==> config.mk <==
export PLATFORM = sky130hd
export DESIGN_NAME = pulse_rate_accumulate_counter
export DESIGN_NICKNAME = d
export VERILOG_FILES = /design/src/shared/prac_pkg.sv /design/src/rtl/pulse_rate_accumulate_counter.sv /design/src/rtl/cascade_counter.sv
export VERILOG_INCLUDE_DIRS = /design/src /design/src/shared
export SDC_FILE = /design/constraint.sdc
export NUM_CORES = 1
export LEC_CHECK = 0
export BUFFER_PORTS_ARGS = -buffer_cell sky130_fd_sc_hd__buf_2
export CELL_PAD_IN_SITES_DETAIL_PLACEMENT = 1
export CELL_PAD_IN_SITES_GLOBAL_PLACEMENT = 1
export CORE_UTILIZATION = 25
export CTS_CLUSTER_SIZE = 24
export DETAILED_ROUTE_END_ITERATION = 10
export PLACE_DENSITY = 0.59
export SLEW_MARGIN = 20
export SYNTH_ARGS = -nofsm -noshare
export SYNTH_HDL_FRONTEND = slang
export SYNTH_SLANG_ARGS = --single-unit
==> constraint.sdc <==
create_clock -name I_CORE_CLK -period 2.9 [get_ports I_CORE_CLK]
set_input_delay 0.58 -clock I_CORE_CLK [delete_from_list [all_inputs] [get_ports I_CORE_CLK]]
set_output_delay 0.58 -clock I_CORE_CLK [all_outputs]
set_load 0.01 [all_outputs]
==> src/shared/prac_defs.svh <==
// Constants of the four-channel pulse rate / accumulate counter.
// Assumes inclusion by bare name; holds definitions only.
`ifndef PRAC_DEFS_SVH
`define PRAC_DEFS_SVH

// Register byte offsets on the AXI4-Lite slave
`define PRAC_OFS_CTRL        8'h00
`define PRAC_OFS_STATUS      8'h04
`define PRAC_OFS_INTERVAL_A  8'h08
`define PRAC_OFS_INTERVAL_B  8'h0c
`define PRAC_OFS_IRQ_STATUS  8'h10
`define PRAC_OFS_IRQ_MASK    8'h14
`define PRAC_OFS_COUNT_0     8'h20
`define PRAC_OFS_COUNT_1     8'h24
`define PRAC_OFS_COUNT_2     8'h28
`define PRAC_OFS_COUNT_3     8'h2c

// Control register fields (write one to act, reads as zero)
`define PRAC_CTRL_SET_POS    0
`define PRAC_CTRL_CLEAR_POS  4

// Status register fields
`define PRAC_STAT_GATE_POS   0
`define PRAC_STAT_RATE_POS   2

// Interrupt fields: bits 1..0 window done per pair, bits 5..2 count wrap per channel
`define PRAC_IRQ_DONE_POS    0
`define PRAC_IRQ_WRAP_POS    2
`define PRAC_IRQ_WIDTH       6

// Reset values
`define PRAC_INTERVAL_RST    16'h0000
`define PRAC_IRQ_MASK_RST    6'h00

// Timing: the interval counter advances once per tick
`define PRAC_CLK_PERIOD_NS   100
`define PRAC_TICK_PERIOD_NS  1000
`define PRAC_TICK_CYCLES     ((`PRAC_TICK_PERIOD_NS + `PRAC_CLK_PERIOD_NS - 1) / `PRAC_CLK_PERIOD_NS)

`endif

==> src/shared/prac_pkg.sv <==
// Types shared by the pulse counter design files.
// Assumes prac_defs.svh supplies the numeric constants.
package prac_pkg;

	// Per-pair view presented on the O_PAIR_STATUS output port
	typedef struct packed {
		logic rate_selected;
		logic gate_status;
	} pair_status_s;

	// Per-pair one-cycle commands decoded from a control write
	typedef struct packed {
		logic window_latch_set;
		logic counter_clear;
	} pair_cmd_s;

	typedef logic [23:0] count_t;

	// AXI response codes
	typedef enum logic [1:0] {
		RESP_OKAY   = 2'b00,
		RESP_SLVERR = 2'b10
	} axi_resp_e;

endpackage

==> src/rtl/pulse_rate_accumulate_counter.sv <==
// Four-channel pulse counter in two pairs, rate or accumulate mode,
// with port chip-select decoding and an AXI4-Lite register slave.
// Assumes all inputs are synchronous to I_CORE_CLK.
//
// Contract
// - Status shows one gate bit per pair
// - Status shows one rate-mode bit per pair
// - Strobe low plus code selects one port
// - Two cascaded 12-bit counters per channel, readable
// - Count advances on trailing pulse edge
// - Rate mode: gate blocks pulses, counts hold
// - Rate mode: one clear resets pair counters
// - Set opens gate, interval runs, counts advance
// - Interval expiry closes gate, signals done
// - Accumulate: mode low, no clear, all pulses
// - First counter top-bit fall advances second
// - Accumulate counts freely, read periodically
`timescale 1ns/1ps
`default_nettype none

`include "prac_defs.svh"

module pulse_rate_accumulate_counter #(
	parameter int CHANNELS       = 4,
	parameter int INTERVAL_WIDTH = 16,
	parameter int TICK_CYCLES    = `PRAC_TICK_CYCLES
) (
	input  wire logic        I_CORE_CLK,
	input  wire logic        I_RESET_N,
	input  wire logic [3:0]  I_FIELD_PULSE,
	input  wire logic [1:0]  I_PAIR_RATE_SWITCH,
	input  wire logic        I_PORT_SELECT_STROBE_N,
	input  wire logic [2:0]  I_PORT_CODE,
	output logic      [7:0]  O_PORT_CHIP_SELECT_N,
	output prac_pkg::pair_status_s [1:0] O_PAIR_STATUS,
	output logic             O_IRQ,
	input  wire logic [7:0]  I_AXI_AWADDR,
	input  wire logic        I_AXI_AWVALID,
	output logic             O_AXI_AWREADY,
	input  wire logic [31:0] I_AXI_WDATA,
	input  wire logic [3:0]  I_AXI_WSTRB,
	input  wire logic        I_AXI_WVALID,
	output logic             O_AXI_WREADY,
	output logic [1:0]       O_AXI_BRESP,
	output logic             O_AXI_BVALID,
	input  wire logic        I_AXI_BREADY,
	input  wire logic [7:0]  I_AXI_ARADDR,
	input  wire logic        I_AXI_ARVALID,
	output logic             O_AXI_ARREADY,
	output logic [31:0]      O_AXI_RDATA,
	output logic [1:0]       O_AXI_RRESP,
	output logic             O_AXI_RVALID,
	input  wire logic        I_AXI_RREADY
);
	import prac_pkg::*;

	localparam int TICK_W = $clog2(TICK_CYCLES + 1);

	// Write channel holding registers
	logic                      aw_held;
	logic [7:0]                aw_addr;
	logic                      w_held;
	logic [31:0]               w_data;
	logic [3:0]                w_strb;
	logic                      do_write;
	logic                      write_err;
	logic [31:0]               wmask;

	// Read side
	logic                      ar_take;
	logic [31:0]               read_word;
	logic                      read_err;

	// Software state
	logic [INTERVAL_WIDTH-1:0] interval [2];
	logic [`PRAC_IRQ_WIDTH-1:0] irq_status;
	logic [`PRAC_IRQ_WIDTH-1:0] irq_mask;
	logic [`PRAC_IRQ_WIDTH-1:0] irq_event;
	pair_cmd_s [1:0]           pair_cmd;

	// Counting state
	logic [TICK_W-1:0]         tick_count;
	logic                      tick;
	logic [1:0]                pair_sample_gate;
	logic [1:0]                pair_rate_selected;
	logic [1:0]                pair_counter_clear_n;
	logic [1:0]                window_expire;
	logic [INTERVAL_WIDTH-1:0] remaining [2];
	logic [3:0]                pulse_prev;
	logic [3:0]                count_advance;
	logic [3:0]                count_wrap;
	count_t                    count [4];

	// Byte-lane mask of the pending write
	assign wmask = {{8{w_strb[3]}}, {8{w_strb[2]}}, {8{w_strb[1]}}, {8{w_strb[0]}}};

	// ---------------- Port chip-select decoder ----------------
	// Exactly one select low the cycle after the strobe is low, all high otherwise
	always_ff @(posedge I_CORE_CLK) begin
		if (!I_RESET_N) begin
			O_PORT_CHIP_SELECT_N <= 8'hff;
		end else if (!I_PORT_SELECT_STROBE_N) begin
			O_PORT_CHIP_SELECT_N <= ~(8'h01 << I_PORT_CODE);
		end else begin
			O_PORT_CHIP_SELECT_N <= 8'hff;
		end
	end

	// ---------------- AXI4-Lite write path ----------------
	// Address and data are taken in either order and held until both arrive
	assign O_AXI_AWREADY = ~aw_held & ~O_AXI_BVALID;
	assign O_AXI_WREADY  = ~w_held & ~O_AXI_BVALID;
	assign do_write      = aw_held & w_held & ~O_AXI_BVALID;

	always_ff @(posedge I_CORE_CLK) begin
		if (!I_RESET_N) begin
			aw_held <= 1'b0;
			aw_addr <= 8'h00;
		end else if (O_AXI_AWREADY && I_AXI_AWVALID) begin
			aw_held <= 1'b1;
			aw_addr <= I_AXI_AWADDR;
		end else if (do_write) begin
			aw_held <= 1'b0;
		end
	end

	always_ff @(posedge I_CORE_CLK) begin
		if (!I_RESET_N) begin
			w_held <= 1'b0;
			w_data <= 32'h0000_0000;
			w_strb <= 4'h0;
		end else if (O_AXI_WREADY && I_AXI_WVALID) begin
			w_held <= 1'b1;
			w_data <= I_AXI_WDATA;
			w_strb <= I_AXI_WSTRB;
		end else if (do_write) begin
			w_held <= 1'b0;
		end
	end

	// Writable offsets; anything else answers SLVERR and changes nothing
	always_comb begin
		unique case (aw_addr)
			`PRAC_OFS_CTRL, `PRAC_OFS_INTERVAL_A, `PRAC_OFS_INTERVAL_B,
			`PRAC_OFS_IRQ_STATUS, `PRAC_OFS_IRQ_MASK: write_err = 1'b0;
			default: write_err = 1'b1;
		endcase
	end

	always_ff @(posedge I_CORE_CLK) begin
		if (!I_RESET_N) begin
			O_AXI_BVALID <= 1'b0;
			O_AXI_BRESP  <= RESP_OKAY;
		end else if (do_write) begin
			O_AXI_BVALID <= 1'b1;
			O_AXI_BRESP  <= write_err ? RESP_SLVERR : RESP_OKAY;
		end else if (I_AXI_BREADY) begin
			O_AXI_BVALID <= 1'b0;
		end
	end

	// Control writes become one-cycle commands; only lane 0 carries them
	always_ff @(posedge I_CORE_CLK) begin
		if (!I_RESET_N) begin
			pair_cmd <= '0;
		end else begin
			for (int p = 0; p < 2; p++) begin
				pair_cmd[p].window_latch_set <= do_write && aw_addr == `PRAC_OFS_CTRL
					&& w_strb[0] && w_data[`PRAC_CTRL_SET_POS + p];
				pair_cmd[p].counter_clear    <= do_write && aw_addr == `PRAC_OFS_CTRL
					&& w_strb[0] && w_data[`PRAC_CTRL_CLEAR_POS + p];
			end
		end
	end

	// Sampling intervals, in ticks; a write during a window affects the next one
	always_ff @(posedge I_CORE_CLK) begin
		if (!I_RESET_N) begin
			interval[0] <= `PRAC_INTERVAL_RST;
			interval[1] <= `PRAC_INTERVAL_RST;
		end else if (do_write && aw_addr == `PRAC_OFS_INTERVAL_A) begin
			interval[0] <= (interval[0] & ~wmask[INTERVAL_WIDTH-1:0])
				| (w_data[INTERVAL_WIDTH-1:0] & wmask[INTERVAL_WIDTH-1:0]);
		end else if (do_write && aw_addr == `PRAC_OFS_INTERVAL_B) begin
			interval[1] <= (interval[1] & ~wmask[INTERVAL_WIDTH-1:0])
				| (w_data[INTERVAL_WIDTH-1:0] & wmask[INTERVAL_WIDTH-1:0]);
		end
	end

	// ---------------- Interrupts ----------------
	assign irq_event = {count_wrap, window_expire};

	// A new event in the clearing cycle survives: set wins over write-one-clear
	always_ff @(posedge I_CORE_CLK) begin
		if (!I_RESET_N) begin
			irq_status <= '0;
		end else if (do_write && aw_addr == `PRAC_OFS_IRQ_STATUS) begin
			irq_status <= (irq_status & ~(w_data[`PRAC_IRQ_WIDTH-1:0]
				& wmask[`PRAC_IRQ_WIDTH-1:0])) | irq_event;
		end else begin
			irq_status <= irq_status | irq_event;
		end
	end

	always_ff @(posedge I_CORE_CLK) begin
		if (!I_RESET_N) begin
			irq_mask <= `PRAC_IRQ_MASK_RST;
		end else if (do_write && aw_addr == `PRAC_OFS_IRQ_MASK) begin
			irq_mask <= (irq_mask & ~wmask[`PRAC_IRQ_WIDTH-1:0])
				| (w_data[`PRAC_IRQ_WIDTH-1:0] & wmask[`PRAC_IRQ_WIDTH-1:0]);
		end
	end

	assign O_IRQ = |(irq_status & irq_mask);

	// ---------------- AXI4-Lite read path ----------------
	// One read at a time; data leave from a register one cycle after the address
	assign O_AXI_ARREADY = ~O_AXI_RVALID;
	assign ar_take       = I_AXI_ARVALID & O_AXI_ARREADY;

	always_comb begin
		read_word = 32'h0000_0000;
		read_err  = 1'b0;
		unique case (I_AXI_ARADDR)
			`PRAC_OFS_CTRL:       read_word = 32'h0000_0000;
			`PRAC_OFS_STATUS: begin
				read_word[`PRAC_STAT_GATE_POS +: 2] = pair_sample_gate;
				read_word[`PRAC_STAT_RATE_POS +: 2] = pair_rate_selected;
			end
			`PRAC_OFS_INTERVAL_A: read_word[INTERVAL_WIDTH-1:0] = interval[0];
			`PRAC_OFS_INTERVAL_B: read_word[INTERVAL_WIDTH-1:0] = interval[1];
			`PRAC_OFS_IRQ_STATUS: read_word[`PRAC_IRQ_WIDTH-1:0] = irq_status;
			`PRAC_OFS_IRQ_MASK:   read_word[`PRAC_IRQ_WIDTH-1:0] = irq_mask;
			`PRAC_OFS_COUNT_0:    read_word[23:0] = count[0];
			`PRAC_OFS_COUNT_1:    read_word[23:0] = count[1];
			`PRAC_OFS_COUNT_2:    read_word[23:0] = count[2];
			`PRAC_OFS_COUNT_3:    read_word[23:0] = count[3];
			default:              read_err = 1'b1;
		endcase
	end

	always_ff @(posedge I_CORE_CLK) begin
		if (!I_RESET_N) begin
			O_AXI_RVALID <= 1'b0;
			O_AXI_RDATA  <= 32'h0000_0000;
			O_AXI_RRESP  <= RESP_OKAY;
		end else if (ar_take) begin
			O_AXI_RVALID <= 1'b1;
			O_AXI_RDATA  <= read_word;
			O_AXI_RRESP  <= read_err ? RESP_SLVERR : RESP_OKAY;
		end else if (I_AXI_RREADY) begin
			O_AXI_RVALID <= 1'b0;
		end
	end

	// ---------------- Interval time base ----------------
	// Free-running divider; a window may start anywhere inside a tick period,
	// so its length is interval ticks minus less than one tick
	always_ff @(posedge I_CORE_CLK) begin
		if (!I_RESET_N) begin
			tick_count <= '0;
		end else if (tick) begin
			tick_count <= '0;
		end else begin
			tick_count <= tick_count + {{(TICK_W-1){1'b0}}, 1'b1};
		end
	end

	assign tick = (tick_count == TICK_W'(TICK_CYCLES - 1));

	// ---------------- Per-pair mode, gate and interval ----------------
	generate
		for (genvar p = 0; p < 2; p++) begin : g_pair
			// Mode straight from the slide switch
			assign pair_rate_selected[p] = I_PAIR_RATE_SWITCH[p];

			// Clear reaches the counters only in rate mode
			assign pair_counter_clear_n[p] = ~(pair_cmd[p].counter_clear
				& pair_rate_selected[p]);

			// Expiry on the tick that consumes the last interval step
			assign window_expire[p] = pair_sample_gate[p] & tick
				& (remaining[p] <= {{(INTERVAL_WIDTH-1){1'b0}}, 1'b1});

			// Window latch: expiry beats a set in the same cycle
			always_ff @(posedge I_CORE_CLK) begin
				if (!I_RESET_N) begin
					pair_sample_gate[p] <= 1'b0;
				end else if (window_expire[p]) begin
					pair_sample_gate[p] <= 1'b0;
				end else if (pair_cmd[p].window_latch_set) begin
					pair_sample_gate[p] <= 1'b1;
				end
			end

			// Interval counter loads on set and runs only while the gate is high
			always_ff @(posedge I_CORE_CLK) begin
				if (!I_RESET_N) begin
					remaining[p] <= '0;
				end else if (pair_cmd[p].window_latch_set && !pair_sample_gate[p]) begin
					remaining[p] <= interval[p];
				end else if (pair_sample_gate[p] && tick && !window_expire[p]) begin
					remaining[p] <= remaining[p] - {{(INTERVAL_WIDTH-1){1'b0}}, 1'b1};
				end
			end

			assign O_PAIR_STATUS[p].gate_status   = pair_sample_gate[p];
			assign O_PAIR_STATUS[p].rate_selected = pair_rate_selected[p];
		end
	endgenerate

	// ---------------- Per-channel pulse path ----------------
	generate
		for (genvar c = 0; c < CHANNELS; c++) begin : g_chan
			// Previous input level for edge detection
			always_ff @(posedge I_CORE_CLK) begin
				if (!I_RESET_N) begin
					pulse_prev[c] <= 1'b0;
				end else begin
					pulse_prev[c] <= I_FIELD_PULSE[c];
				end
			end

			// Inverted pulse rises on the trailing edge; one edge per clock is
			// far above the maximum field rate, so none is dropped
			assign count_advance[c] = pulse_prev[c] & ~I_FIELD_PULSE[c]
				& (~pair_rate_selected[c/2] | pair_sample_gate[c/2]);

			cascade_counter #(
				.WIDTH     (12)
			) u_counter (
				.i_clk     (I_CORE_CLK),
				.i_reset_n (I_RESET_N),
				.i_clear   (~pair_counter_clear_n[c/2]),
				.i_advance (count_advance[c]),
				.o_count   (count[c]),
				.o_wrap    (count_wrap[c])
			);
		end
	endgenerate
endmodule

`default_nettype wire

==> src/rtl/cascade_counter.sv <==
// Two cascaded counters of one pulse channel.
// Assumes i_advance is a one-cycle pulse per counted edge.
`timescale 1ns/1ps
`default_nettype none

module cascade_counter #(
	parameter int WIDTH = 12
) (
	input  wire logic               i_clk,
	input  wire logic               i_reset_n,
	input  wire logic               i_clear,
	input  wire logic               i_advance,
	output logic [2*WIDTH-1:0]      o_count,
	output logic                    o_wrap
);
	logic [WIDTH-1:0] low;
	logic [WIDTH-1:0] high;
	logic [WIDTH-1:0] next_low;
	logic             low_msb_fall;

	// First stage next value and the fall of its top bit
	assign next_low     = low + {{(WIDTH-1){1'b0}}, 1'b1};
	assign low_msb_fall = i_advance & low[WIDTH-1] & ~next_low[WIDTH-1];

	// Clear wins over a pulse in the same cycle
	always_ff @(posedge i_clk) begin
		if (!i_reset_n || i_clear) begin
			low  <= '0;
			high <= '0;
		end else if (i_advance) begin
			low <= next_low;
			if (low_msb_fall) begin
				high <= high + {{(WIDTH-1){1'b0}}, 1'b1};
			end
		end
	end

	// Wrap pulse when the whole cascade rolls to zero
	always_ff @(posedge i_clk) begin
		if (!i_reset_n || i_clear) begin
			o_wrap <= 1'b0;
		end else begin
			o_wrap <= low_msb_fall & (&high);
		end
	end

	assign o_count = {high, low};
endmodule

`default_nettype wire

After elaboration in Yosys (flattened, before gate mapping)
Memory sizes are Yosys's and may differ from the RTL's.
Cells that the tools add are included.
{"block": "totals", "register_bits": 192, "output_inout_bits": 54, "input_bits": 69, "mem_bits_ro": 0, "latch_bits": 0, "memories": 2, "ramBits": 64, "elab_cells": 224}
{"block": "op_classes", "n_eq_ne": 14, "addsub": 11, "muxes": 42, "div_mod_pow": 0, "n_mul": 0, "n_bitwise": 70, "shifts": 1, "magnitude_cmp": 2, "n_reduce_logical": 46}
{"name": "interval", "depth": 2, "width": 16, "rd": 2, "rd_ports_with_merged_regs": 0, "write_ports": 2, "line_no": "pulse_rate_accumulate_counter.sv:75", "rtl": "logic [INTERVAL_WIDTH-1:0] interval [2];"}
{"name": "remaining", "depth": 2, "width": 16, "rd": 2, "rd_ports_with_merged_regs": 0, "write_ports": 2, "line_no": "pulse_rate_accumulate_counter.sv:88", "rtl": "logic [INTERVAL_WIDTH-1:0] remaining [2];"}
{"op": "$add 12x1->12 const B", "count": 8}
{"op": "$mux 16", "count": 6}
{"op": "$pmux 10 s6", "count": 1}
{"op": "$and 16x16->16", "count": 3}
{"op": "$reduce_and 12->1", "count": 4}
{"op": "$pmux 4 s9", "count": 1}
{"op": "$eq 8x4->1 const B", "count": 4}
{"op": "$eq 8x5->1 const B", "count": 4}
{"op": "$eq 8x6->1 const B", "count": 4}
{"op": "$le 16x1->1 const B", "count": 2}
{"op": "$or 16x16->16", "count": 2}
{"op": "$pmux 8 s4", "count": 1}
{"op": "$sub 16x1->16 const B", "count": 2}
{"op": "$and 1x1->1", "count": 31}
{"op": "$mux 1", "count": 29}
{"op": "$and 6x6->6", "count": 4}
{"op": "$logic_and 1x1->1", "count": 18}
{"op": "$or 6x6->6", "count": 3}
{"op": "$logic_not 8->1", "count": 2}
{"op": "$not 16->16", "count": 1}
{"op": "$pmux 2 s8", "count": 1}
{"op": "$not 1->1", "count": 15}
{"op": "$not 6->6", "count": 2}
{"op": "$reduce_or 10->1", "count": 1}
{"op": "15 further kinds", "count": 37}

Logic depth before layout (Yosys ltp)
{"block": "logic_depth", "word_depth": 10, "depth_mapped": 8, "ltp_nobuf": 7}

Modules after synthesis
Synthesis repeated with hierarchy kept, for this count alone.
{"block": "hier_totals", "cells_unflattened": 1421, "hier_area_um2": 12811.0}
{"module": "pulse_rate_accumulate_counter", "seq_area_each_um2": 3723.6, "cells_each": 869, "area_per_inst_um2": 7856.3, "instances": 1}
{"module": "cascade_counter", "seq_area_each_um2": 500.5, "cells_each": 138, "area_per_inst_um2": 1238.7, "instances": 4}

Worst setup path after synthesis
No wires, ideal clock.
{"block": "synth_path", "path_kind": "register -> register", "startpoint": "register aw_addr[0]", "endpoint": "memory interval[0][0] (enable)", "stages_incl_launch_ff": 5, "n_path_buf": 0, "t_required_ps": 2489, "synth_period_minus_slack_ps": 2808, "arrival_time_ps": 2397, "setup_time_ps": 411, "path_slack_ps": 92, "cell_sequence": "dfxtp_1 or4_1 nor4_1 nand2_1 o21ai_0"}
{"item": "from (decl)", "line_no": "pulse_rate_accumulate_counter.sv:61", "rtl": "logic [7:0] aw_addr;"}
{"item": "from (signal assigned)", "line_no": "pulse_rate_accumulate_counter.sv:118", "rtl": "aw_addr <= 8'h00;"}
{"item": "from (signal assigned)", "line_no": "pulse_rate_accumulate_counter.sv:121", "rtl": "aw_addr <= I_AXI_AWADDR;"}
{"item": "to (decl)", "line_no": "pulse_rate_accumulate_counter.sv:75"}

==> impl_metrics.ini <==
[logic_synthesis]
yosysTopAreaCellShare = 0.3127
synth_seq_cells = 254
ys.warnings.count = 0
synth_cells = 1363
synth_edf_count = 64
ys_seq_area_frac = 0.4706
synth-main-ff-cell = dfxtp_1
yosys-top-cells-area = dfxtp_1 31%, edfxtp_1 16%, nand2_1 6.0%
synthDistinctLibCells = 61
synth.avg_cell_area_um2 = 8.925
async_reset_ff_frac = 0
syn_area_um2 = 12170
synth_largest_area_cell = dfxtp_1

[floorplanning]
fp.dieH_um = 222.6
die_area_um2 = 49550
die_x_um = 222.6
fp-row-count = 80
core-area_um2 = 47850
start_util = 0.2543
ios = 123

[worst_hold_path]
hold_path_class = input pin to register
min_from = I_AXI_RREADY

[drt]
drt_iter0_drc = 519
avgRoutedWirePerCell_um = 18.34
drc_errors = 0
vias = 10420
avgViaCountPerCell = 4.926
wl_um = 38800
ant_nets = 0
firstDrtPassIters = 5

[sta]
period_share = 0.8619
hold_violations = 0
skew_ps = 37.18
rsz0062_at_grt = false
slew_viol_final = 0
fin_setup_tns_ps = 0
worst_pin_slew_ps = 982.2
setup_ws_ps = 400.5
holdWs_ps = 200.4
timing.fmax_mhz = 400.1
setup_viol = 0
maxSlewHeadroom = 0.3427
min_period_ps = 2500

[setup_path]
cp.buffers_inverters = 3
crit_required_ps = 3230
worstSetupEndpointType = register
critical-path-max-stage-delay_ps = 620
r2r_start = remaining[1][6]
cpMostUsedCell = buf_4
setup.worst_path.start = remaining[1][6]
crit_type = register to register
worstPathArrival_ps = 2830
critPathTopFamily = simple AND/OR/NAND/NOR gates
path_cells = nor4_1 > buf_4 > inv_1 > or4_1 > nand2b_1 > buf_4 > o21ai_0
cp_max_fo = 16
worst_setup_path_start_kind = register
cp_slowest_cell = or4_1

[placed_design]
portBuffers = 94
place_congestion = 0.8262
dp.cells = 2062
dp_hpwl_um = 29380
dp_slack_ps = 351.0

[finish]
drive_gt1_frac = 0.1519
antenna_cells = 0
num-nets-final = 1563
final_cells = 2116
synthToLayoutAreaGrowth_pct = 18.91
post-route-util = 0.3024

[clocking]
cts_tree = yes
clockBufferDepth = 3
htree_num_levels = 1
clk_latency_ps = 590
root_buffer = clkbuf_16
numCtsBuffers = 31
cts_sinks = 254
cts.repair.resized = 0
cts_hold_buf = 0
path_clk_slew_ps = 60
cts_setup_buffers = 0

[power]
leakagePower_uw = 0.005096
power_density_nw_per_um2 = 548.7
ir_drop_uv = 463.9

[grt]
grt_use_total = 0.1565
grt_pass1_vias = 10340
grt_max_degree = 48
grt_pass1_wl_um = 60680
overflow = 0
antenna_found_initial = 2

[job]
drv_cap = 0

[outcome]
status = finished, final reports clean
==> metal layers <==
metal / global-route usage / share of wire
met2: 0.2432 / 0.44
met3: 0.02169 / 0.047
met4: 0.03804 / 0.017
met1: 0.2265 / 0.49
met5: 0 / 0.00034
==> cell type report <==
class	instances	area (um^2)
multi-input cells	1030	6103
inverters	18	67.56
clock inverters	7	41.29
fillers	5612	33380
repair buffers	145	853.3
clock buffers	47	905.9
well taps	615	769.5
flip-flops and latches	254	5725
==> kinds of logic after synthesis <==
kind of cell / share of synthesized area
flops: 0.4706
fa+ha+maj: 0.01440
mux: 0.03949
xor+xnor: 0.06408
compound gates: 0.1359
buf+inv: 0.03147
simple gates: 0.2438
other cells: 0.0003083
==> cells in the mapped netlist, types with 10 or more instances <==
| cell type | number |
|---|---|
| nand2_1 | 193 |
| dfxtp_1 | 190 |
| a21oi_1 | 116 |
| o21ai_0 | 110 |
| nor2_1 | 109 |
| edfxtp_1 | 64 |
| clkbuf_1 | 50 |
| nand3_1 | 49 |
| xnor2_1 | 46 |
| xor2_1 | 43 |
| nand2b_1 | 42 |
| nand4_1 | 28 |
| nor3_1 | 28 |
| or3_1 | 26 |
| a22oi_1 | 21 |
| mux2_2 | 21 |
| nor4_1 | 21 |
| inv_1 | 18 |
| and2_1 | 17 |
| and3_1 | 15 |
| mux2i_1 | 15 |
| ha_1 | 14 |
| a22o_1 | 12 |
| buf_4 | 12 |
| a211oi_1 | 10 |
| nor2b_1 | 10 |
==> through the flow <==
stage               area, um^2  total power (uW)
finish                   14470              7938
global route             14470              8246
CTS                      14470              8058
detailed placement       13520              4346
global placement         13520              4334
floorplan                12200              4140
==> final timing paths <==
path | to | slack [ps] | cells past startpoint
max | remaining[1][11] | 400 | 7
min | O_AXI_RVALID | 200 | 2
min reg2reg | O_AXI_RDATA[23] | 450 | 2
max reg2reg | remaining[1][11] | 400 | 7
==> report_power, final <==
group | switching [uW] | internal, uW | leakage, uW
sequential | 79.8 | 3710 | 0.00220
combinational | 305 | 170 | 0.00243
clock | 1540 | 2130 | 0.000466
==> state kept, by name, indices dropped and copies added, names as in the netlist, 6 cells and up, named ones only <==
name and count:
g_chan.u_counter.low 48, w_data 16, g_chan.u_counter.high 48, irq_status 6, O_PORT_CHIP_SELECT_N 8, aw_addr 8, interval 32, remaining 32
O_AXI_RDATA 24
==> cells in the final DEF (no fill, tap or decap), types with 12 or more instances in the layout <==
cell and n:
nand4_1 28, nand3_1 49, xor2_1 43, mux2_2 21, buf_4 51, o21ai_0 108
clkbuf_16 33, mux2i_1 15, inv_1 18, nor2_1 109, a22oi_1 21, nor4_1 21
and3_1 15, xnor2_1 46, ha_1 14, a21oi_1 116, nor3_1 28, nand2_1 193
or3_1 26, a22o_1 12, edfxtp_1 64, nand2b_1 42, and2_1 17, dfxtp_1 190
buf_2 94
Power figures use the tool's default switching activity.
